## config.mk

```make
export PLATFORM = sky130hd
export DESIGN_NAME = ldc_top
export DESIGN_NICKNAME = d
export VERILOG_FILES = /design/src/ldc_pkg.sv /design/src/ldc_ram.sv /design/src/ldc_top.sv
export SDC_FILE = /design/constraint.sdc
export NUM_CORES = 1
export LEC_CHECK = 0
export CAP_MARGIN = 20
export CORE_MARGIN = 8
export CORE_UTILIZATION = 50
export CTS_BUF_LIST = sky130_fd_sc_hd__clkbuf_8
export DETAILED_ROUTE_END_ITERATION = 8
export DONT_BUFFER_PORTS = 1
export PLACE_DENSITY = 0.62
export SLEW_MARGIN = 15
export SYNTH_ARGS = -nofsm -noshare
export SYNTH_HDL_FRONTEND = slang
export SYNTH_SLANG_ARGS = --single-unit
```

## constraint.sdc

```tcl
create_clock -name mclk -period 3.7 [get_ports mclk]
set_clock_uncertainty 0.05 [all_clocks]
set_input_delay 0.74 -clock mclk [delete_from_list [all_inputs] [get_ports mclk]]
set_output_delay 0.74 -clock mclk [all_outputs]
set_load 0.005 [all_outputs]
```

## src/ldc_pkg.sv

```systemverilog
package ldc_pkg;
    localparam int ADDR_W = 9;
    localparam int DATA_W = 8;
    localparam logic [ADDR_W-1:0] ADR_P0SEL = 9'h0B6;
    localparam logic [ADDR_W-1:0] ADR_P1SEL = 9'h09C;
    localparam logic [ADDR_W-1:0] ADR_P2SEL = 9'h09D;
    localparam logic [ADDR_W-1:0] ADR_P3SEL = 9'h09E;
    localparam logic [ADDR_W-1:0] ADR_DIV_HI = 9'h0AA;
    localparam logic [ADDR_W-1:0] ADR_CTRL = 9'h0AB;
    localparam logic [ADDR_W-1:0] ADR_DIV_LO = 9'h0AC;
    localparam logic [ADDR_W-1:0] ADR_RAM_FIRST = 9'h1E0;
    localparam logic [ADDR_W-1:0] ADR_RAM_LAST = 9'h1F2;
    localparam int RAM_BYTES = 19;
    localparam int RAM_IDX_W = 5;
    localparam logic [RAM_IDX_W-1:0] RAM_LAST_IDX = 5'h12;
    localparam int CTL_SEL_BIT = 7;
    localparam int CTL_ON_BIT = 6;
    localparam int CTL_DUTY_BIT = 4;
    localparam logic [DATA_W-1:0] RESET_BYTE = 8'h00;
    localparam int P0_BITS = 3;
    localparam int NCOM = 8;
    localparam logic [NCOM-1:0] COM_MASK_SHORT = 8'h0F;
    localparam logic [NCOM-1:0] COM_MASK_LONG = 8'hFF;
    localparam logic [2:0] OSC_OPT_A = 3'h0;
    localparam logic [2:0] OSC_OPT_B = 3'h5;
    localparam logic [2:0] OSC_OPT_C = 3'h6;
    localparam int OPT_W = 5;
    localparam int OPT_IDLE_BIT = 3;
    localparam int OPT_KEEP_BIT = 4;
    localparam int DIV_W = 9;
    localparam logic [DIV_W-1:0] DIV_BYPASS = 9'h000;
    localparam int FRAME_W = 9;
    localparam int FRAME_MSB = FRAME_W - 1;
    localparam logic [FRAME_W-1:0] FRAME_LAST = 9'h1FF;

    typedef struct packed {
        logic [ADDR_W-1:0] addr;
        logic [DATA_W-1:0] wdata;
        logic wr;
        logic rd;
    } ldc_bus_req_t;

    typedef struct packed {
        logic [P0_BITS-1:0] p0_role;
        logic [7:0] p1_role;
        logic [7:0] p2_role;
        logic [7:0] p3_role;
        logic [P0_BITS-1:0] p0_lvl;
        logic [7:0] p1_lvl;
        logic [7:0] p2_lvl;
        logic [7:0] p3_lvl;
    } ldc_pins_t;

    typedef struct packed {
        logic lcd_active;
        logic led_active;
        logic frame_start;
    } ldc_status_t;

    function automatic logic [2:0] com_index(input logic [FRAME_W-1:0] cnt, input logic duty_long);
        return duty_long ? cnt[FRAME_MSB -: 3] : {1'b0, cnt[FRAME_MSB -: 2]};
    endfunction
endpackage

```

## src/ldc_ram.sv

```systemverilog
`timescale 1ns/1ps
module ldc_ram
    import ldc_pkg::*;
(
    // Clock and reset
    input wire logic mclk,
    input wire logic rst_n,
    // Software port
    input wire logic we,
    input wire logic re,
    input wire logic [RAM_IDX_W-1:0] idx,
    input wire logic [DATA_W-1:0] wdata,
    input wire logic bypass_en,
    input wire logic [DATA_W-1:0] bypass_data,
    output logic [DATA_W-1:0] rdata,
    // Scan port
    input wire logic [2:0] com_sel,
    output logic [RAM_BYTES-1:0] col_bits,
    output logic [DATA_W-1:0] row_byte
);
    typedef struct packed {
        logic [RAM_BYTES-1:0][DATA_W-1:0] mem;
        logic [DATA_W-1:0] rdata;
        logic [RAM_BYTES-1:0] col;
        logic [DATA_W-1:0] row;
    } ldc_ram_state_t;

    ldc_ram_state_t st_r;
    ldc_ram_state_t st_nxt;

    always_comb
    begin
        st_nxt = st_r;
        if (we && idx <= RAM_LAST_IDX)
        begin
            st_nxt.mem[idx] = wdata;
        end
        // Register reads share this flop so read data always leave a register
        if (re)
        begin
            if (bypass_en)
                st_nxt.rdata = bypass_data;
            else if (idx <= RAM_LAST_IDX)
                st_nxt.rdata = st_r.mem[idx];
            else
                st_nxt.rdata = RESET_BYTE;
        end
        // LCD wants one bit of every byte; LED wants one whole byte
        for (int i = 0; i < RAM_BYTES; i++)
        begin
            st_nxt.col[i] = st_r.mem[i][com_sel];
        end
        st_nxt.row = st_r.mem[com_sel];
    end

    always_ff @(posedge mclk)
    begin
        if (!rst_n)
            st_r <= '0;
        else
            st_r <= st_nxt;
    end

    assign rdata = st_r.rdata;
    assign col_bits = st_r.col;
    assign row_byte = st_r.row;
endmodule

```

## src/ldc_top.sv

```systemverilog
// The implementer's own choice: strobed register access.
`timescale 1ns/1ps
module ldc_top
    import ldc_pkg::*;
(
    // Clock and reset
    input wire logic mclk,
    input wire logic rst_n,
    // Register port
    input wire ldc_bus_req_t bus,
    output logic [DATA_W-1:0] rdata,
    // Option straps from pins
    input wire logic [2:0] oscillator_option_code,
    input wire logic led_idle_level_option,
    input wire logic lf_osc_keeps_running,
    // Power management, same clock
    input wire logic power_down,
    // Display pins and status
    output ldc_pins_t pins,
    output ldc_status_t status
);
    typedef struct packed {
        logic [P0_BITS-1:0] port0_pin_role_bits;
        logic [7:0] port1_pin_role_bits;
        logic [7:0] port2_pin_role_bits;
        logic [7:0] port3_pin_role_bits;
        logic divider_high_bit;
        logic [7:0] divider_low_byte;
        logic display_type_select;
        logic driver_enable;
        logic duty_long;
        logic [OPT_W-1:0] opt_s1;
        logic [OPT_W-1:0] opt_s2;
        logic [OPT_W-1:0] opt_s3;
        logic [OPT_W-1:0] opt_ok;
        logic [DIV_W-1:0] div_cnt;
        logic tick;
        logic [FRAME_W-1:0] frame_cnt;
        logic [2:0] com_idx_d;
        ldc_pins_t pins;
        ldc_status_t status;
    } ldc_top_state_t;

    ldc_top_state_t st_r;
    ldc_top_state_t st_nxt;

    logic [RAM_BYTES-1:0] col_bits;
    logic [DATA_W-1:0] row_byte;
    logic in_ram;
    logic [RAM_IDX_W-1:0] ram_idx;
    logic div_ok;
    logic [DIV_W-1:0] div_eff;
    logic lcd_run;
    logic led_run;
    logic idle_lvl;
    logic [NCOM-1:0] com_hot;

    function automatic logic [DATA_W-1:0] sfr_read(input ldc_top_state_t s, input logic [ADDR_W-1:0] a);
        logic [DATA_W-1:0] d;
        d = RESET_BYTE;
        unique case (a)
            ADR_P0SEL: d[P0_BITS-1:0] = s.port0_pin_role_bits;
            ADR_P1SEL: d = s.port1_pin_role_bits;
            ADR_P2SEL: d = s.port2_pin_role_bits;
            ADR_P3SEL: d = s.port3_pin_role_bits;
            ADR_DIV_HI: d[0] = s.divider_high_bit;
            ADR_DIV_LO: d = s.divider_low_byte;
            ADR_CTRL:
            begin
                d[CTL_SEL_BIT] = s.display_type_select;
                d[CTL_ON_BIT] = s.driver_enable;
                d[CTL_DUTY_BIT] = s.duty_long;
            end
            default: d = RESET_BYTE;
        endcase
        return d;
    endfunction

    function automatic logic [NCOM-1:0] com_onehot(input logic [2:0] idx, input logic duty_long);
        logic [NCOM-1:0] m;
        m = '0;
        m[idx] = 1'b1;
        return m & (duty_long ? COM_MASK_LONG : COM_MASK_SHORT);
    endfunction

    assign in_ram = bus.addr >= ADR_RAM_FIRST && bus.addr <= ADR_RAM_LAST;
    assign ram_idx = RAM_IDX_W'(bus.addr - ADR_RAM_FIRST);
    // Divider ignored under other oscillator options
    assign div_ok = st_r.opt_ok[2:0] == OSC_OPT_A || st_r.opt_ok[2:0] == OSC_OPT_B
                    || st_r.opt_ok[2:0] == OSC_OPT_C;
    assign div_eff = div_ok ? {st_r.divider_high_bit, st_r.divider_low_byte} : DIV_BYPASS;
    assign lcd_run = !st_r.display_type_select && st_r.driver_enable;
    // Low-speed oscillator alive in power-down keeps the scan going
    assign led_run = st_r.display_type_select && st_r.driver_enable
                     && (!power_down || st_r.opt_ok[OPT_KEEP_BIT]);
    assign idle_lvl = st_r.opt_ok[OPT_IDLE_BIT];
    assign com_hot = com_onehot(st_r.com_idx_d, st_r.duty_long);

    always_comb
    begin
        st_nxt = st_r;

        // Register writes
        if (bus.wr)
        begin
            unique case (bus.addr)
                ADR_P0SEL: st_nxt.port0_pin_role_bits = bus.wdata[P0_BITS-1:0];
                ADR_P1SEL: st_nxt.port1_pin_role_bits = bus.wdata;
                ADR_P2SEL: st_nxt.port2_pin_role_bits = bus.wdata;
                ADR_P3SEL: st_nxt.port3_pin_role_bits = bus.wdata;
                ADR_DIV_HI: st_nxt.divider_high_bit = bus.wdata[0];
                ADR_DIV_LO: st_nxt.divider_low_byte = bus.wdata;
                ADR_CTRL:
                begin
                    st_nxt.display_type_select = bus.wdata[CTL_SEL_BIT];
                    st_nxt.driver_enable = bus.wdata[CTL_ON_BIT];
                    st_nxt.duty_long = bus.wdata[CTL_DUTY_BIT];
                end
                default: ;
            endcase
        end

        // Straps are accepted only once two late stages agree
        st_nxt.opt_s1 = {lf_osc_keeps_running, led_idle_level_option, oscillator_option_code};
        st_nxt.opt_s2 = st_r.opt_s1;
        st_nxt.opt_s3 = st_r.opt_s2;
        if (st_r.opt_s2 == st_r.opt_s3)
            st_nxt.opt_ok = st_r.opt_s3;

        // Display clock as a tick; zero divides by one
        if (div_eff == DIV_BYPASS || st_r.div_cnt >= div_eff - 1'b1)
        begin
            st_nxt.div_cnt = '0;
            st_nxt.tick = 1'b1;
        end
        else
        begin
            st_nxt.div_cnt = st_r.div_cnt + 1'b1;
            st_nxt.tick = 1'b0;
        end

        // Frame of 512 display ticks, split into equal common slots
        st_nxt.status.frame_start = 1'b0;
        if (lcd_run || led_run)
        begin
            if (st_r.tick)
            begin
                st_nxt.frame_cnt = st_r.frame_cnt + 1'b1;
                st_nxt.status.frame_start = st_r.frame_cnt == FRAME_LAST;
            end
        end
        else
        begin
            st_nxt.frame_cnt = '0;
        end
        // RAM scan data arrive one cycle late; this keeps commons aligned
        st_nxt.com_idx_d = com_index(st_r.frame_cnt, st_r.duty_long);

        // Pin roles
        st_nxt.pins.p1_role = st_r.port1_pin_role_bits;
        st_nxt.pins.p3_role = st_r.port3_pin_role_bits;
        if (st_r.display_type_select)
        begin
            st_nxt.pins.p0_role = '0;
            st_nxt.pins.p2_role = '0;
        end
        else
        begin
            st_nxt.pins.p0_role = st_r.port0_pin_role_bits;
            st_nxt.pins.p2_role = st_r.port2_pin_role_bits;
        end

        // Pin levels
        st_nxt.pins.p0_lvl = '0;
        st_nxt.pins.p1_lvl = '0;
        st_nxt.pins.p2_lvl = '0;
        st_nxt.pins.p3_lvl = '0;
        if (st_r.display_type_select)
        begin
            if (led_run)
            begin
                // Lit level is the opposite of the idle level
                st_nxt.pins.p1_lvl = st_r.port1_pin_role_bits
                                     & (row_byte ^ {8{idle_lvl}});
                st_nxt.pins.p3_lvl = st_r.port3_pin_role_bits
                                     & (com_hot ^ {8{idle_lvl}});
            end
            else
            begin
                st_nxt.pins.p1_lvl = st_r.port1_pin_role_bits & {8{idle_lvl}};
                st_nxt.pins.p3_lvl = st_r.port3_pin_role_bits & {8{idle_lvl}};
            end
        end
        else if (lcd_run)
        begin
            // Bias voltages are applied outside; these are the logic phases
            st_nxt.pins.p1_lvl = st_r.port1_pin_role_bits & col_bits[7:0];
            st_nxt.pins.p2_lvl = st_r.port2_pin_role_bits & col_bits[15:8];
            st_nxt.pins.p0_lvl = st_r.port0_pin_role_bits & col_bits[18:16];
            st_nxt.pins.p3_lvl = st_r.port3_pin_role_bits & com_hot;
        end

        st_nxt.status.lcd_active = lcd_run;
        st_nxt.status.led_active = led_run;
    end

    always_ff @(posedge mclk)
    begin
        if (!rst_n)
            st_r <= '0;
        else
            st_r <= st_nxt;
    end

    ldc_ram u_ram (
        .mclk(mclk),
        .rst_n(rst_n),
        .we(bus.wr && in_ram),
        .re(bus.rd),
        .idx(ram_idx),
        .wdata(bus.wdata),
        .bypass_en(!in_ram),
        .bypass_data(sfr_read(st_r, bus.addr)),
        .rdata(rdata),
        .com_sel(com_index(st_r.frame_cnt, st_r.duty_long)),
        .col_bits(col_bits),
        .row_byte(row_byte)
    );

    assign pins = st_r.pins;
    assign status = st_r.status;

    // Checking helpers
    logic [DIV_W:0] gap_r;
    logic div_same_r;
    logic [DIV_W-1:0] div_prev_r;

    always_ff @(posedge mclk)
    begin
        if (!rst_n)
        begin
            gap_r <= '0;
            div_same_r <= 1'b0;
            div_prev_r <= '0;
        end
        else
        begin
            div_prev_r <= div_eff;
            gap_r <= st_r.tick ? (DIV_W+1)'(1) : gap_r + 1'b1;
            if (div_eff != div_prev_r)
                div_same_r <= 1'b0;
            else if (st_r.tick)
                div_same_r <= 1'b1;
        end
    end
endmodule

```

==> impl_metrics.tcl <==
set metrics [dict create \
    path_buf_inv 0 \
    yosys.area_share.simple_pct 20.2 \
    cts_tree "yes" \
    start_util_pct 50.8 \
    drv_slew 0 \
    critPathCaptureType "register" \
    path_cells "xor2_1, mux2i_1, nand2_1, ha_1, o31ai_1, o21ai_0, a21oi_1, ha_1, and4_1, a21oi_1, nand3_2, nor4b_1" \
    cp_slowest_stage_delay_ns 0.38 \
    worstPathArrival_ns 3.58 \
    worstPathRequired_ns 4.16 \
    post-route-min-period_ns 3.12 \
    postCtsSetupBuffers 0 \
    min_path_cells 2 \
    synth_fa_ha_area_share_pct 1.06 \
    tns_ns 0 \
    synth_edf_count 0 \
    synth_top_family_by_area "multiplexers" \
    grt_antenna_before_repair 1 \
    synth_mux_area_share_pct 23.1 \
    hold_ws_ns 0.193 \
    outcome "finished clean" \
    first_global_vias 11000 \
    die_h_um 198 \
    root_buffer "clkbuf_8" \
    syn_area_um2 16500 \
    cts_resized 0 \
    dp_hpwl_um 29200 \
    grt_pass1_wl_um 68500 \
    startpoint_type "register" \
    power.total_w 0.00676 \
    vias_per_cell 5.81 \
    tightest_slew_ns 0.966 \
    yosys.area.top_type "dfxtp_1" \
    synth_xor_xnor_area_share_pct 2.12 \
    drive_above_1_share_pct 13.4 \
    grt_overflow 0 \
    yosys_warnings 0 \
    final_antenna_net_count 0 \
    cts_max_level 2 \
    dieArea_um2 39100 \
    hold_path_class "in2reg" \
    yosysSeqAreaShare_pct 39.3 \
    num_vias 11400 \
    synth_most_common_cell "dfxtp_1" \
    fin_util_pct 52.7 \
    synth_cells 1593 \
    worst-path-stages 12 \
    synth-seq-cells 325 \
    cp_max_fo 10 \
    cpMaxStageDelayCell "mux2i_1" \
    synthTopCellsByCount "325 x dfxtp_1, 210 x mux2i_1, 174 x nor2b_1" \
    clk_latency_ns 0.64 \
    syn_nets 1634 \
    reg2reg_depth 12 \
    core_um2 32500 \
    synth_cell_types 74 \
    maxCapViolations 0 \
    cp_top_family "simple AND/OR/NAND/NOR gates" \
    vdd_drop_max_mv 0.278 \
    n_antenna_cell 0 \
    row_count 66 \
    area_delta_synth_final_pct 3.76 \
    synthFlopType "dfxtp_1" \
    wl_um 44500 \
    grt_setup_unrepaired "false" \
    cts_buffer_depth 3 \
    synth_top_cell_area_share_pct 39.3 \
    cts_sinks 325 \
    finalNetCount 1520 \
    power_leakage_nw 6.04 \
    gp_congestion 0.850 \
    p_per_area_nw_per_um2 394 \
    io_buffers 0 \
    ctsHoldBuffers 0 \
    maxSlewHeadroom_pct 35.5 \
    path_class "reg2reg" \
    routedWlPerCell_um 22.7 \
    syn_area_per_cell_um2 10.4 \
    grt_util_all_layers_pct 22.6 \
    clk_pin_slew_ns 0.06 \
    fmax_mhz 320 \
    drtIter0Drc 1018 \
    first_pass_iters 5 \
    cts_made_buffers 55 \
    grt_max_degree 280 \
    die_w_um 198 \
    ios 92 \
    setup_violations 0 \
    finalCritPeriodShare_pct 84.4 \
    drc 0 \
    synth-compound-area-share_pct 7.32 \
    ys_async_sr_fraction_pct 0 \
    final_hold_viol_count 0 \
    synth_area_leaders "dfxtp_1 39%, mux2i_1 13%, mux4_2 9.8%" \
]
==> layout make-up <==
cell class	instances	area, um2
Clock buffer	67	922
Clock inverter	29	128
Fill cell	3005	15400
Inverter	5	18.8
Multi-Input combinational cell	1077	8890
Sequential cell	325	6510
Tap cell	442	553
Timing Repair Buffer	15	138
==> placed cells by master (no fill, tap or decap), drive strengths merged, types with 17 or more instances in the layout <==
| cell | n |
|---|---|
| nor3b | 20 |
| and3 | 19 |
| mux2i | 212 |
| xor2 | 17 |
| dfxtp | 325 |
| xnor2 | 23 |
| o21ai | 20 |
| nor2 | 71 |
| inv | 25 |
| a21boi | 60 |
| mux4 | 72 |
| nand3 | 80 |
| and2 | 49 |
| nand2 | 98 |
| nor2b | 174 |
| clkbuf | 67 |
==> cell families after synthesis <==
logic type	after synthesis
mux	288
xor+xnor	40
fa+ha+maj	14
simple gates	571
compound gates	164
flops	325
buf+inv	191
==> metrics by stage <==
| step | instances | setup slack [ns] | cell area (um2) |
|---|---|---|---|
| after floorplan | 1593 | 0.940 | 16500 |
| after global placement | 1864 | 0.734 | 16100 |
| after detailed placement | 1864 | 0.584 | 16100 |
| after CTS | 1960 | 0.570 | 17200 |
| after global routing | 1960 | 0.329 | 17200 |
| final | 1960 | 0.579 | 17200 |
==> power breakdown <==
group / switching [W] / leakage [nW] / total (W) / internal (W)
clock: 0.00145 / 0.624 / 0.00307 / 0.00163
sequential: 0.0000121 / 2.62 / 0.00353 / 0.00351
combinational: 0.0000638 / 2.80 / 0.000158 / 0.0000947
==> sequential cells by signal, summed over array words and instances, names as in the netlist <==
signal          flops
u_ram.st_r        152
pins               54
st_r               54
st_nxt             26
u_ram.col_bits     19
u_ram.rdata         8
u_ram.row_byte      8
status              3
idle_lvl            1
==> worst paths after layout <==
kind	endpoint	slack, ns	startpoint
min	u_ram.st_r[81]	0.19	bus[8]
max reg2reg	st_r[76]	0.58	st_r[80]
max	st_r[76]	0.58	st_r[80]
min reg2reg	st_nxt[87]	0.38	st_nxt[92]
==> layer usage <==
layer  track usage [%]  wire length, um  share of wire (%)  vias to the layer above
met3              5.06             3210                7.2                       78
met1              31.0            20200                 45                     5575
met2              34.7            19900                 45                      380
met4              7.85             1220                2.7                        0
li1                  -                -                  -                     5360
met5                 0                0                  0                        -
No activity file was read; power rests on OpenSTA's default activity.
